File: config.mk
export PLATFORM = sky130hd
export DESIGN_NAME = bisup_top
export DESIGN_NICKNAME = d
export VERILOG_FILES = /design/src/rtl/bisup_pkg.sv /design/src/rtl/bisup_top.sv
export SDC_FILE = /design/constraint.sdc
export NUM_CORES = 1
export LEC_CHECK = 0
export ABC_AREA = 1
export BUFFER_PORTS_ARGS = -buffer_cell sky130_fd_sc_hd__buf_4
export CORE_ASPECT_RATIO = 0.75
export CORE_UTILIZATION = 60
export CTS_BUF_LIST = sky130_fd_sc_hd__clkbuf_8
export CTS_CLUSTER_SIZE = 24
export DETAILED_ROUTE_END_ITERATION = 16
export MAX_ROUTING_LAYER = met4
export PLACE_DENSITY = 0.86
export RECOVER_POWER = 50
export SLEW_MARGIN = 15
export SYNTH_ARGS = -nofsm -noshare
export SYNTH_HDL_FRONTEND = slang
export SYNTH_SLANG_ARGS = --single-unit
File: constraint.sdc
create_clock -name clk_sys -period 12.71 [get_ports clk_sys]
set_clock_uncertainty 0.1 [all_clocks]
set_input_delay 1.271 -clock clk_sys [delete_from_list [all_inputs] [get_ports clk_sys]]
set_output_delay 1.271 -clock clk_sys [all_outputs]
set_load 0.005 [all_outputs]
File: src/rtl/bisup_pkg.sv
// Package for the burner input supervisor: register map, fields, states, alerts
package bisup_pkg;

    // ========================================================
    // Register byte offsets
    localparam logic [7:0] OFS_CTRL = 8'h00;
    localparam logic [7:0] OFS_LOOP_TRIP = 8'h04;
    localparam logic [7:0] OFS_FUEL_AIR_RATIO_ACTUATOR_CFG = 8'h08;
    localparam logic [7:0] OFS_O2_SET = 8'h0C;
    localparam logic [7:0] OFS_O2_TUNE = 8'h10;
    localparam logic [7:0] OFS_STATE = 8'h14;
    localparam logic [7:0] OFS_IRQ_STAT = 8'h18;
    localparam logic [7:0] OFS_IRQ_MASK = 8'h1C;
    localparam logic [7:0] OFS_TRIM_OUT = 8'h20;

    // ========================================================
    // Control register fields
    localparam int CTRL_LOOP_SIG = 0;
    localparam int CTRL_FD_FAN = 1;
    localparam int CTRL_WARM_MODE = 2;
    localparam int CTRL_ACK = 4;
    localparam int CTRL_START = 5;
    localparam int CTRL_ADV = 6;

    // Warmup modes
    localparam logic [1:0] WARM_NONE = 2'h0;
    localparam logic [1:0] WARM_TIME = 2'h1;
    localparam logic [1:0] WARM_SENSOR = 2'h2;

    localparam logic [11:0] LOOP_RANGE_LO = 12'h0_0C8;
    localparam logic [11:0] LOOP_RANGE_HI = 12'h0_FA0;
    localparam logic [15:0] WARM_CYCLES = 16'h0_FFF;

    // ========================================================
    // Alert bit positions
    localparam int AL_STUCK = 0;
    localparam int AL_PURGE = 1;
    localparam int AL_RUN = 2;
    localparam int AL_LOOP_INV = 3;
    localparam int AL_LOOP_HI = 4;
    localparam int AL_FUEL_AIR_RATIO_ACTUATOR_INV = 5;
    localparam int AL_FUEL_POS = 6;
    localparam int AL_XLIM = 7;
    localparam int AL_BLEED_CL = 8;
    localparam int AL_BLEED_OP = 9;
    localparam int AL_O2_HIGH = 10;
    localparam int AL_O2_LIMIT = 11;
    localparam int AL_O2_LOW = 12;
    localparam int AL_W = 13;

    typedef enum logic [3:0] {
        ST_READY, ST_ALARM, ST_LOCKOUT, ST_CHECKS, ST_PREPURGE,
        ST_IGNITION, ST_PILOT, ST_LOWFIRE, ST_PROCESS
    } bisup_state_t;

endpackage

File: src/rtl/bisup_top.sv
// Burner input supervisor: field input evaluation, state decisions, Wishbone registers
//
// Local design decisions: the Wishbone slave port and the address map.
`timescale 1ns/1ps

module bisup_top #(
    parameter int LOOP_W = 12,
    parameter int POS_W = 12,
    parameter int TRIM_W = 12
) (
    // System
    input wire logic clk_sys,
    input wire logic rst_n,
    // Wishbone slave
    input wire logic wb_cyc_i,
    input wire logic wb_stb_i,
    input wire logic wb_we_i,
    input wire logic [7:0] wb_adr_i,
    input wire logic [3:0] wb_sel_i,
    input wire logic [31:0] wb_dat_i,
    output logic [31:0] wb_dat_o,
    output logic wb_ack_o,
    output logic wb_err_o,
    // Field inputs
    input wire logic airflow_proof_input,
    input wire logic [LOOP_W-1:0] airflow_loop_level,
    input wire logic [POS_W-1:0] fuel_air_ratio_actuator_pos,
    input wire logic [POS_W-1:0] fuel_air_ratio_actuator_expected,
    input wire logic [POS_W-1:0] fuel_air_ratio_actuator_other,
    input wire logic bleed_valve_open,
    input wire logic [POS_W-1:0] o2_measured,
    input wire logic o2_sensor_warm,
    input wire logic [TRIM_W-1:0] trim_channel_base,
    // Outputs
    output logic safety_outputs_on,
    output logic [TRIM_W-1:0] trim_channel_out,
    output logic trimming,
    output logic irq
);

    // ========================================================
    // State record
    typedef struct packed {
        logic [1:0] af_s;
        logic [1:0] bl_s;
        logic [1:0] o2w_s;
        bisup_pkg::bisup_state_t st;
        logic [6:0] ctrl;
        logic [2*LOOP_W-1:0] trip;
        logic [2*POS_W-1:0] fuel_air_ratio_actuator_cfg;
        logic [3*POS_W-1:0] o2_set;
        logic [3*TRIM_W-1:0] o2_tune;
        logic [bisup_pkg::AL_W-1:0] stat;
        logic [bisup_pkg::AL_W-1:0] mask;
        logic [15:0] warm_cnt;
        logic signed [TRIM_W+7:0] integ;
        logic [TRIM_W-1:0] trim_out;
        logic trimming;
        logic ack;
        logic err;
        logic [31:0] dat;
    } bisup_reg_t;

    bisup_reg_t q_r;
    bisup_reg_t q_nxt;

    function automatic logic [POS_W-1:0] absdiff(input logic [POS_W-1:0] a,
                                                 input logic [POS_W-1:0] b);
        absdiff = (a > b) ? a - b : b - a;
    endfunction

    // ========================================================
    // Decode of present conditions
    logic running;
    logic fuel_st;
    logic main_st;
    logic [LOOP_W-1:0] trip_lo;
    logic [LOOP_W-1:0] trip_hi;
    logic loop_oor;
    logic loop_high;
    logic airflow;
    logic fuel_air_ratio_actuator_inv;
    logic fuel_pos_err;
    logic xlim_err;
    logic warm_done;
    logic [POS_W-1:0] o2_tgt;
    logic [POS_W-1:0] o2_hi;
    logic [POS_W-1:0] o2_lo;
    logic [TRIM_W-1:0] trim_max;
    logic [TRIM_W-1:0] trim_min;
    logic [TRIM_W-1:0] pband;
    logic trim_ok;
    logic [bisup_pkg::AL_W-1:0] alert;
    logic lock_req;
    logic alarm_req;

    always_comb begin
        running = q_r.st inside {bisup_pkg::ST_CHECKS, bisup_pkg::ST_PREPURGE,
            bisup_pkg::ST_IGNITION, bisup_pkg::ST_PILOT, bisup_pkg::ST_LOWFIRE,
            bisup_pkg::ST_PROCESS};
        fuel_st = q_r.st inside {bisup_pkg::ST_IGNITION, bisup_pkg::ST_PILOT,
            bisup_pkg::ST_LOWFIRE, bisup_pkg::ST_PROCESS};
        main_st = q_r.st inside {bisup_pkg::ST_LOWFIRE, bisup_pkg::ST_PROCESS};
        trip_lo = q_r.trip[LOOP_W-1:0];
        trip_hi = q_r.trip[2*LOOP_W-1:LOOP_W];
        loop_oor = q_r.ctrl[bisup_pkg::CTRL_LOOP_SIG] &&
            (airflow_loop_level < LOOP_W'(bisup_pkg::LOOP_RANGE_LO) ||
             airflow_loop_level > LOOP_W'(bisup_pkg::LOOP_RANGE_HI));
        loop_high = q_r.ctrl[bisup_pkg::CTRL_LOOP_SIG] && !loop_oor &&
            airflow_loop_level >= trip_hi;
        // Only this controller's own input is read here
        airflow = q_r.ctrl[bisup_pkg::CTRL_LOOP_SIG] ?
            (airflow_loop_level > trip_lo && airflow_loop_level < trip_hi)
            : q_r.af_s[1];
        fuel_air_ratio_actuator_inv = fuel_air_ratio_actuator_pos < POS_W'(bisup_pkg::LOOP_RANGE_LO) ||
            fuel_air_ratio_actuator_pos > POS_W'(bisup_pkg::LOOP_RANGE_HI);
        fuel_pos_err = !fuel_air_ratio_actuator_inv && absdiff(fuel_air_ratio_actuator_pos,
            fuel_air_ratio_actuator_expected) > q_r.fuel_air_ratio_actuator_cfg[POS_W-1:0];
        xlim_err = absdiff(fuel_air_ratio_actuator_pos, fuel_air_ratio_actuator_other)
            > q_r.fuel_air_ratio_actuator_cfg[2*POS_W-1:POS_W];
        unique case (q_r.ctrl[bisup_pkg::CTRL_WARM_MODE +: 2])
            bisup_pkg::WARM_NONE: warm_done = 1'b1;
            bisup_pkg::WARM_TIME: warm_done = q_r.warm_cnt == bisup_pkg::WARM_CYCLES;
            bisup_pkg::WARM_SENSOR: warm_done = q_r.o2w_s[1];
            default: warm_done = 1'b0;
        endcase
        o2_tgt = q_r.o2_set[POS_W-1:0];
        o2_hi = q_r.o2_set[2*POS_W-1:POS_W];
        o2_lo = q_r.o2_set[3*POS_W-1:2*POS_W];
        pband = q_r.o2_tune[TRIM_W-1:0];
        trim_min = q_r.o2_tune[2*TRIM_W-1:TRIM_W];
        trim_max = q_r.o2_tune[3*TRIM_W-1:2*TRIM_W];
        trim_ok = q_r.st == bisup_pkg::ST_PROCESS && warm_done && o2_measured >= o2_lo;

        alert = '0;
        if (q_r.st == bisup_pkg::ST_CHECKS && airflow) begin
            alert[bisup_pkg::AL_STUCK] = 1'b1;
        end
        if (q_r.st == bisup_pkg::ST_PREPURGE && !airflow) begin
            alert[bisup_pkg::AL_PURGE] = 1'b1;
        end
        if (fuel_st && q_r.ctrl[bisup_pkg::CTRL_FD_FAN] && !airflow) begin
            alert[bisup_pkg::AL_RUN] = 1'b1;
        end
        alert[bisup_pkg::AL_LOOP_INV] = loop_oor;
        alert[bisup_pkg::AL_LOOP_HI] = loop_high;
        alert[bisup_pkg::AL_FUEL_AIR_RATIO_ACTUATOR_INV] = fuel_air_ratio_actuator_inv;
        alert[bisup_pkg::AL_FUEL_POS] = fuel_pos_err;
        alert[bisup_pkg::AL_XLIM] = xlim_err;
        alert[bisup_pkg::AL_BLEED_CL] = !main_st && !q_r.bl_s[1];
        alert[bisup_pkg::AL_BLEED_OP] = main_st && q_r.bl_s[1];
        if (q_r.st == bisup_pkg::ST_PROCESS && warm_done) begin
            alert[bisup_pkg::AL_O2_HIGH] = o2_measured > o2_hi;
            alert[bisup_pkg::AL_O2_LIMIT] = (o2_measured > o2_tgt &&
                q_r.trim_out == trim_max) || (o2_measured < o2_tgt &&
                q_r.trim_out == trim_min);
            alert[bisup_pkg::AL_O2_LOW] = o2_measured < o2_lo;
        end
        // Airflow, loop high, bleed-open and O2 low always lock; O2 high and O2 limit never do; others split by class
        lock_req = |alert[bisup_pkg::AL_RUN:bisup_pkg::AL_STUCK] || loop_high ||
            alert[bisup_pkg::AL_BLEED_OP] || alert[bisup_pkg::AL_O2_LOW] ||
            (running && (loop_oor || fuel_air_ratio_actuator_inv || fuel_pos_err || xlim_err ||
            alert[bisup_pkg::AL_BLEED_CL]));
        alarm_req = loop_oor || fuel_air_ratio_actuator_inv || fuel_pos_err || xlim_err ||
            alert[bisup_pkg::AL_BLEED_CL];
    end

    // ========================================================
    // Next-state logic
    logic hit;
    logic [7:0] off;
    logic signed [TRIM_W+7:0] err_s;
    logic signed [TRIM_W+8:0] sum;

    always_comb begin
        q_nxt = q_r;
        hit = wb_cyc_i && wb_stb_i && !q_r.ack && !q_r.err;
        off = {wb_adr_i[7:2], 2'b00};
        err_s = '0;
        sum = '0;
        q_nxt.af_s = {q_r.af_s[0], airflow_proof_input};
        q_nxt.bl_s = {q_r.bl_s[0], bleed_valve_open};
        q_nxt.o2w_s = {q_r.o2w_s[0], o2_sensor_warm};
        q_nxt.ctrl[bisup_pkg::CTRL_ACK] = 1'b0;
        q_nxt.ctrl[bisup_pkg::CTRL_START] = 1'b0;
        q_nxt.ctrl[bisup_pkg::CTRL_ADV] = 1'b0;
        q_nxt.ack = 1'b0;
        q_nxt.err = 1'b0;

        // Warmup timer runs only while in process control
        if (q_r.st != bisup_pkg::ST_PROCESS) begin
            q_nxt.warm_cnt = '0;
        end else if (q_r.warm_cnt != bisup_pkg::WARM_CYCLES) begin
            q_nxt.warm_cnt = q_r.warm_cnt + 16'h0_001;
        end

        // Trim: PI offset on the trim channel, clamped to table limits
        q_nxt.trimming = trim_ok && o2_measured != o2_tgt;
        if (q_nxt.trimming) begin
            err_s = (TRIM_W+8)'($signed({1'b0, o2_measured})) -
                (TRIM_W+8)'($signed({1'b0, o2_tgt}));
            q_nxt.integ = q_r.integ + (err_s >>> q_r.o2_tune[3:0]);
            sum = (TRIM_W+9)'(q_r.integ) + (TRIM_W+9)'(err_s * $signed({1'b0, pband[3:0]}));
            if (sum > (TRIM_W+9)'($signed({1'b0, trim_max}))) begin
                q_nxt.trim_out = trim_max;
            end else if (sum < (TRIM_W+9)'($signed({1'b0, trim_min}))) begin
                q_nxt.trim_out = trim_min;
            end else begin
                q_nxt.trim_out = TRIM_W'(sum);
            end
        end else if (!trim_ok) begin
            q_nxt.integ = '0;
        end

        // Controller state decisions
        unique case (q_r.st)
            bisup_pkg::ST_READY: begin
                if (alarm_req) begin
                    q_nxt.st = bisup_pkg::ST_ALARM;
                end else if (q_r.ctrl[bisup_pkg::CTRL_START]) begin
                    q_nxt.st = bisup_pkg::ST_CHECKS;
                end
            end
            bisup_pkg::ST_ALARM: begin
                if (!alarm_req) begin
                    q_nxt.st = bisup_pkg::ST_READY;
                end
            end
            bisup_pkg::ST_LOCKOUT: begin
                if (q_r.ctrl[bisup_pkg::CTRL_ACK]) begin
                    q_nxt.st = bisup_pkg::ST_READY;
                end
            end
            bisup_pkg::ST_CHECKS: begin
                if (lock_req) begin
                    q_nxt.st = bisup_pkg::ST_LOCKOUT;
                end else begin
                    q_nxt.st = bisup_pkg::ST_PREPURGE;
                end
            end
            default: begin
                if (lock_req) begin
                    q_nxt.st = bisup_pkg::ST_LOCKOUT;
                end else if (q_r.ctrl[bisup_pkg::CTRL_ADV] &&
                             q_r.st != bisup_pkg::ST_PROCESS) begin
                    q_nxt.st = bisup_pkg::bisup_state_t'(q_r.st + 4'h1);
                end
            end
        endcase
        // High trip locks out from every state, stopped ones included
        if (loop_high) begin
            q_nxt.st = bisup_pkg::ST_LOCKOUT;
        end
        if (q_nxt.st == bisup_pkg::ST_LOCKOUT) begin
            q_nxt.trimming = 1'b0;
        end

        // Sticky alerts, set wins over write-one-to-clear
        q_nxt.stat = q_r.stat;
        if (hit && wb_we_i && off == bisup_pkg::OFS_IRQ_STAT && wb_sel_i[0]) begin
            q_nxt.stat[7:0] = q_r.stat[7:0] & ~wb_dat_i[7:0];
        end
        if (hit && wb_we_i && off == bisup_pkg::OFS_IRQ_STAT && wb_sel_i[1]) begin
            q_nxt.stat[bisup_pkg::AL_W-1:8] = q_r.stat[bisup_pkg::AL_W-1:8] &
                ~wb_dat_i[bisup_pkg::AL_W-1:8];
        end
        q_nxt.stat = q_nxt.stat | alert;

        // Register bus
        if (hit) begin
            q_nxt.ack = 1'b1;
            q_nxt.dat = '0;
            unique case (off)
                bisup_pkg::OFS_CTRL: begin
                    q_nxt.dat = 32'(q_r.ctrl[3:0]);
                    if (wb_we_i && wb_sel_i[0]) begin
                        q_nxt.ctrl = wb_dat_i[6:0];
                    end
                end
                bisup_pkg::OFS_LOOP_TRIP: begin
                    q_nxt.dat = 32'(q_r.trip);
                    if (wb_we_i) begin
                        q_nxt.trip = wb_dat_i[2*LOOP_W-1:0];
                    end
                end
                bisup_pkg::OFS_FUEL_AIR_RATIO_ACTUATOR_CFG: begin
                    q_nxt.dat = 32'(q_r.fuel_air_ratio_actuator_cfg);
                    if (wb_we_i) begin
                        q_nxt.fuel_air_ratio_actuator_cfg = wb_dat_i[2*POS_W-1:0];
                    end
                end
                // Top four bits of the 36-bit setting words lie past the bus and stay zero
                bisup_pkg::OFS_O2_SET: begin
                    q_nxt.dat = 32'(q_r.o2_set);
                    if (wb_we_i) begin
                        q_nxt.o2_set = (3*POS_W)'(wb_dat_i);
                    end
                end
                bisup_pkg::OFS_O2_TUNE: begin
                    q_nxt.dat = 32'(q_r.o2_tune);
                    if (wb_we_i) begin
                        q_nxt.o2_tune = (3*TRIM_W)'(wb_dat_i);
                    end
                end
                bisup_pkg::OFS_STATE: begin
                    q_nxt.dat = {27'h000_0000, q_r.trimming, q_r.st};
                end
                bisup_pkg::OFS_IRQ_STAT: begin
                    q_nxt.dat = 32'(q_r.stat);
                end
                bisup_pkg::OFS_IRQ_MASK: begin
                    q_nxt.dat = 32'(q_r.mask);
                    if (wb_we_i) begin
                        q_nxt.mask = wb_dat_i[bisup_pkg::AL_W-1:0];
                    end
                end
                bisup_pkg::OFS_TRIM_OUT: begin
                    q_nxt.dat = 32'(q_r.trim_out);
                end
                default: begin
                    q_nxt.ack = 1'b0;
                    q_nxt.err = 1'b1;
                end
            endcase
        end
    end

    always_ff @(posedge clk_sys or negedge rst_n) begin
        if (!rst_n) begin
            q_r <= '0;
        end else begin
            q_r <= q_nxt;
        end
    end

    // ========================================================
    // Outputs
    assign wb_dat_o = q_r.dat;
    assign wb_ack_o = q_r.ack;
    assign wb_err_o = q_r.err;
    assign safety_outputs_on = running;
    assign trim_channel_out = trim_channel_base + (q_r.trimming ? q_r.trim_out : '0);
    assign trimming = q_r.trimming;
    assign irq = |(q_r.stat & q_r.mask);
endmodule

# == Word-level counts from Yosys, hierarchy flattened ==
# Cells that the tools add are included.
# word_totals
reg_bits,238
word_cells,182
out_inout_bits,49
# classes
magnitude_cmp,18
shift,1
n_eq_ne,26
n_mul,1
n_reduce_logical,60
add_sub_neg,10
muxes,41
bitwise,6
# ops
cell,count
$pmux W32 S9,1
$mux W127,1
$mux W24,4
$mux W32,3
$gt A12 B12 Y1,7
$mux W12,5
$sub A12 B12 Y12,4
$mux W20,2
$mux W36,1
$mux W34,1
$mux W16,2
$mux W4,7
$logic_and A1 B1 Y1,26
$eq A6 B3 Y1 const B,4
$gt A12 B12 Y1 const B,2
$lt A12 B12 Y1,2
$lt A12 B8 Y1 const B,2
$add A20 B18 Y21,1
$gt A21 B9 Y1,1
$lt A21 B13 Y1,1
$add A20 B20 Y20,1
$sshr A13 B4 Y20,1
$mul A13 B5 Y18,1
$reduce_and A3 Y1,6
48 further kinds,77

# == Logic depth before layout (Yosys ltp) ==
# Gate-level depths: netlist of the first run.
# depth
ltp_word,16
ltp_mapped,38
depth_no_buf,37

# == Worst setup path after synthesis of the first run ==
# No wires, ideal clock.
# synth_timing
kind,input to register
from,in o2_measured[0]
to,reg q_r[42] (netlist name)
setup_time_ps,66
path_slack_ps,5923
arrival_ps,6621
path_stages,34
path_cell_list,inv_1 -> ha_1 -> fa_1 -> o21ai_0 -> a31oi_1 -> xor2_1 -> nand2_1 -> fa_1 -> inv_1 -> fa_1 -> inv_1 -> fa_1 -> inv_1 -> ha_1 -> nand2_1 -> nor2_1 -> nand2_1 -> nand3_2 -> xor2_1 -> ha_1 -> nand2_1 -> inv_1 -> nor3_1 -> nand2_1 -> nand2_1 -> nand2_1 -> a21oi_2 -> nand4_4 -> nand2_4 -> buf_6 -> nand2_1 -> nand3_1 -> nand2_1 -> nand2_1
# synth_via
elab_chain_len,6
# synth_rtl
element,line,text
"start, declared",bisup_top.sv:31,"input wire logic [POS_W-1:0] o2_measured,"
$sub A12 B12 Y13,bisup_top.sv:200,"err_s = (TRIM_W+8)'($signed({1'b0, o2_measured})) -"
$mul A13 B5 Y18,bisup_top.sv:203,"sum = (TRIM_W+9)'(q_r.integ) + (TRIM_W+9)'(err_s * $signed({1'b0, pband[3:0]}));"
$add A20 B18 Y21,bisup_top.sv:203,
$lt A21 B13 Y1,bisup_top.sv:206,"end else if (sum < (TRIM_W+9)'($signed({1'b0, trim_min}))) begin"
$mux W12,bisup_top.sv:206,
$mux W12,bisup_top.sv:204,"if (sum > (TRIM_W+9)'($signed({1'b0, trim_max}))) begin"
"end signal, assigned",bisup_top.sv:332,q_r <= q_nxt;
"end, declared",bisup_top.sv:64,bisup_reg_t q_r;
# Parallel ways exist; a longest one is shown, timed or not.
# A chain may end at the register's enable or synchronous reset.

==> key figures, run 1 <==
Status
  • Outcome: finished, violations left
  • Failing checks: max-capacitance violations, max-slew violations

Final layout
  • Final nets: 3,489
  • Register area: 0.00596 mm2
  • Fin util: 0.669
  • Most common cell after layout, fill and taps aside: nand2_1
  • Finished Cell Area: 0.0232 mm2
  • Antenna fix cells: 0
  • Syn-to-layout area delta: 9.94%
  • Multi-input gate area: 0.0125 mm2
  • Fraction of layout cells with a size suffix above 1: 0.0839
  • Most frequent cells in the layout: nand2_1, inv_1, o21ai_0
  • Fillers: 2,984

Drt
  • DR pass1 iterations: 9
  • Total routed wirelength: 69,100 um
  • DR iter-0 viols: 2,703
  • Routed wire length per instance: 19.4 um
  • Vias per cell: 5.88
  • DRT antenna net count: 0
  • DRC Markers: 0
  • Via count: 21,000

STA
  • Final setup viols: 0
  • Rel. slew slack: -2.14
  • Tmin final: 8200 ps
  • RSZ-0062 raised after global routing: no
  • Final period util: 0.645
  • FMAX: 122 MHz
  • Setup slack after layout: 4510 ps
  • Slew Viols, Final: 217
  • Slew of the pin with the lowest slew margin: 4710 ps
  • Hold_ws: 249 ps
  • Setup Total Neg Slack: 0 ps
  • Final Hold Viols: 0

Clocking
  • Clock H-tree levels: 2
  • Clk Latency, worst-skew pair: 590 ps
  • CTS Sinks: 238
  • Clk buf depth: 3
  • Post-CTS sizing: 0
  • Total CTS buffers: 39
  • Clk slew on worst S/H paths: 70 ps
  • CTS tree: built
  • Root Buffer: clkbuf_8
  • Hold Buf Count CTS: 0
  • Setup bufs post-CTS: 0

Floorplan
  • Core area: 0.0347 mm2
  • Die W: 219 um
  • Die height: 164 um
  • IO Count: 173
  • Die Footprint: 0.0360 mm2
  • Row count: 59
  • Initial core utilization: 0.609

Global routing
  • Met1 GRT Util: 0.589
  • Met2 GRT Util: 0.534
  • GRT Max-Usage Layer: met1
  • First-pass GRT wire length: 108,000 um
  • GRT met3 Usage: 0.116
  • Gr usage total: 0.402
  • Initial antenna violation count: 0
  • Grt ovf: 0
  • Largest net degree at the start of global routing: 89
  • Number of global-route vias before repair: 19,800

Critical path
  • Crit Path Category: in -> async
  • Critical Path AT: 8650 ps
  • Critical path endpoint category: async pin
  • Crit path required time: 13,160 ps
  • Cell count of the worst reg-to-reg path: 32
  • Worst-path fanout max: 88
  • CP Launch Type: primary input

Placement
  • IO buf count: 168
  • Placed inst area: 0.0225 mm2
  • HPWL after detailed placement: 55,900 um
  • Final Wtd Congestion: 1.02
  • Worst slack at placement: 4860 ps

Min path
  • Tightest Hold Check Type: reg -> reg
  • Hold depth: 0

Yosys
  • Post-synth EDFFs: 0
  • Top-area cell type share of the netlist area: 0.282
  • Synth area leader: dfrtp_1
  • Sequential cell area fraction in the yosys report: 0.282
  • Top cells by area, synth: dfrtp_1, ha_1, nand2_1, inv_1, o21ai_0
  • Synth async-reset ratio: 1.00
  • Synthesized area: 0.0211 mm2
  • Synth Register Bits: 238
  • Synth warnings: 0
  • Post-Syn Instances: 2,971
  • Post-synth top flop: dfrtp_1
  • Distinct cells, synth: 55
  • Post-synthesis net count: 3,372
  • Synthesized area per cell: 7.11 um2

Power and ir drop
  • Pwr Density: 93.2 mW/mm2
  • Worst VDD drop: 0.0796 mV
  • Pleak: 0.0125 uW

Job
  • MaxCap Viol Count: 4
## cells in the mapped netlist, drive strengths merged (25+ instances only)
cell type    n
o21ai      279
xor2        43
dfrtp      238
fa          56
nand4       27
buf         50
nor2       226
nand2      697
inv        550
a221oi      25
nand3      137
ha         221
o22ai       54
clkbuf      49
a21oi      159
## critical path, stage by stage
cell	delay [ps]
clkbuf_1	3250
clkbuf_1	2870
buf_4	1110
## path summary, 6_finish.rpt
path                                      from        to  slack (ps)
worst max-delay path                     rst_n   q_r[43]        4510
worst min-delay path                q_nxt[241]  q_r[241]         250
worst max register to register       o2_tgt[0]   q_r[38]        5820
worst min register to register      q_nxt[241]  q_r[241]         250
max in group clk_sys            o2_measured[0]   q_r[45]        5250
min in group asynchronous                rst_n   q_r[67]        2270
## stage by stage
step | instances | total power [uW]
after floorplan | 2971 | 1270
after global placement | 3504 | 1450
after detailed placement | 3504 | 1470
after CTS | 3566 | 2150
after global routing | 3566 | 2280
final | 3566 | 2160
## layout make-up
cell class | count | area share
clock buffers | 47 | 0.0279
clock inverters | 15 | 0.00490
inverters | 555 | 0.0897
multi-input cells | 2079 | 0.540
flip-flops and latches | 238 | 0.257
well taps | 457 | 0.0246
repair buffers | 175 | 0.0559
## power by group
part,switching (uW),internal (uW),total [uW]
clock,332,357,689
combinational,419,228,647
sequential,33.7,794,828
## flip-flops by register name, indices dropped and copies added (netlist names)
name / cells
pband: 12
q_r: 156
o2_lo: 8
wb_err_o: 1
o2_tgt: 12
trimming: 1
o2_hi: 12
wb_ack_o: 1
q_nxt: 3
wb_dat_o: 32
## routing by layer
layer,vias up,routed length (um)
li1,9780,-
met1,9823,31000
met2,1219,27100
met3,145,9310
met4,0,1740
met5,-,0
## cell families (layout without fill, tap and decap cells)
| family | Yosys count | count (layout) | share of synthesized area |
|---|---|---|---|
| adder cells (fa/ha/maj) | 277 | 277 | 0.184 |
| XOR/XNOR | 66 | 66 | 0.0274 |
| multiplexers | 3 | 3 | 0.00142 |
| AND/OR/NAND/NOR | 1133 | 1133 | 0.222 |
| buffers and inverters | 654 | 792 | 0.124 |
| AO/OA/AOI/OAI | 600 | 600 | 0.160 |
| flip-flops | 238 | 238 | 0.282 |
No activity file was read; power rests on OpenSTA's default activity.
==> run 2: changes to the inputs <==
==> constraint.sdc (replaced) <==
create_clock -name clk_sys -period 8.44 [get_ports clk_sys]
set_clock_uncertainty 0.1 [all_clocks]
set_input_delay 0.844 -clock clk_sys [delete_from_list [all_inputs] [get_ports clk_sys]]
set_output_delay 0.844 -clock clk_sys [all_outputs]
set_load 0.005 [all_outputs]
==> run 2 against run 1 <==
Against the previous run: total power rose by 56%; die area did not move; sequential share of layout area is 0.13 points lower; hold slack gained 26 ps; setup slack lost 2900 ps; largest cell class unchanged; the flow still finishes with violations (max-capacitance violations, max-slew violations); final area grew 0.49%.
==> key figures, run 2 (same netlist as run 1, synthesis figures left out) <==
Final layout
  • Multi-input gate area: 0.0126 mm2
  • Max FFs per register: 156
  • Fin util: 0.672
  • Fraction of layout cells with a size suffix above 1: 0.0847
  • Fillers: 3,010
  • Syn-to-layout area delta: 10.5%
  • Top reg by flops: q_r
  • Final nets: 3,490
  • Register area: 0.00596 mm2
  • Most frequent cells in the layout: nand2_1, inv_1, o21ai_0
  • Most common cell after layout, fill and taps aside: nand2_1

Floorplan
  • Core area: 0.0347 mm2
  • Initial core utilization: 0.609
  • IO Count: 173
  • Die W: 219 um
  • Die Footprint: 0.0360 mm2
  • Row count: 59
  • Die height: 164 um

Power and ir drop
  • Pwr Density: 145 mW/mm2
  • Pleak: 0.0126 uW
  • Total power: 3380 uW
  • Worst VDD drop: 0.155 mV

Clocking
  • Clk Latency, worst-skew pair: 600 ps
  • Post-CTS sizing: 0
  • Setup bufs post-CTS: 0
  • Hold Buf Count CTS: 0
  • Clk slew on worst S/H paths: 70 ps
  • Clk buf depth: 3
  • Clock H-tree levels: 2
  • Total CTS buffers: 40
  • Root Buffer: clkbuf_8
  • CTS Sinks: 238
  • CTS tree: built

Critical path
  • Critical path endpoint category: flop
  • CP Launch Type: primary input
  • Critical path's top delay family: adder cells
  • Top cell by count, worst path: nand2_1
  • Crit Path Category: in -> reg
  • Crit path required time: 8800 ps
  • Worst-path fanout max: 15
  • Worst path buffer plus inverter count: 6
  • Critical Path AT: 7230 ps
  • Slowest library cell on the worst path: fa_1
  • Worst stage delay on the critical path: 540 ps

Job
  • MaxCap Viol Count: 3

STA
  • Slew Viols, Final: 243
  • Final setup viols: 0
  • Setup slack after layout: 1580 ps
  • Final period util: 0.813
  • Rel. slew slack: -2.36
  • Tmin final: 6860 ps
  • FMAX: 146 MHz
  • RSZ-0062 raised after global routing: no
  • Final Hold Viols: 0
  • Setup Total Neg Slack: 0 ps
  • Slew of the pin with the lowest slew margin: 5040 ps

Placement
  • HPWL after detailed placement: 54,800 um
  • Worst slack at placement: 1120 ps
  • Final Wtd Congestion: 1.03
  • IO buf count: 168

Drt
  • DRT antenna net count: 0
  • DRC Markers: 0
  • Vias per cell: 5.86
  • Via count: 21,000
  • DR iter-0 viols: 2,834
  • DR pass1 iterations: 6
  • Routed wire length per instance: 19.1 um
  • Total routed wirelength: 68,500 um

Global routing
  • First-pass GRT wire length: 106,000 um
  • Grt ovf: 0
  • Largest net degree at the start of global routing: 93
  • Gr usage total: 0.393
  • Number of global-route vias before repair: 19,500
  • Initial antenna violation count: 4

Status
  • Failing checks: max-capacitance violations, max-slew violations
  • Outcome: finished, violations left

Min path
  • Tightest Hold Check Type: in -> reg
run 2: power breakdown:
part	switching [uW]	internal, uW
combinational	635	344
sequential	51.4	1200
clock	536	622
run 2: through the flow:
stage / hold slack [ps] / instances / instance area [um2]
after floorplan: 231 / 2971 / 21100
after global placement: 241 / 3504 / 22500
after detailed placement: 266 / 3504 / 22500
after CTS: 172 / 3575 / 23400
after global routing: 268 / 3579 / 23300
final: 275 / 3579 / 23300
run 2: worst register-to-register path: cells and delay by family, from the launching register on:
family | cells | cell delay (ps)
AOI/OAI and AO/OA | 5 | 890
and+or+nand+nor | 13 | 1420
adders and majority gates | 7 | 2890
buffers and inverters | 4 | 260
DFF | 1 | 410
xor gates and xnor gates | 2 | 620
run 2: worst paths after layout:
check | cells past startpoint | start | slack [ps] | to
min | 1 | airflow_proof_input | 270 | q_nxt[245]
min in group asynchronous | 1 | rst_n | 1950 | q_r[74]
max reg2reg | 31 | o2_tgt[0] | 1720 | q_r[46]
max in group asynchronous | 2 | rst_n | 2240 | q_r[39]
max | 33 | o2_measured[0] | 1580 | q_r[46]
min reg2reg | 0 | q_nxt[243] | 280 | q_r[243]
run 2: per-layer routing:
metal	part of all wire	track usage	up-vias	wire length, um
met5	0	-	-	0
met4	0.026	0.103	0	1810
met3	0.14	0.125	158	9550
met2	0.40	0.527	1219	27100
met1	0.44	0.565	9802	30100
li1	-	-	9805	-
run 2: layout make-up:
class                   instances  share of cell area
well taps                     457              0.0245
multi-input cells            2079               0.538
repair buffers                175              0.0555
flip-flops and latches        238               0.255
inverters                     555              0.0893
diodes                          4            0.000429
clock buffers                  49              0.0289
clock inverters                22             0.00804
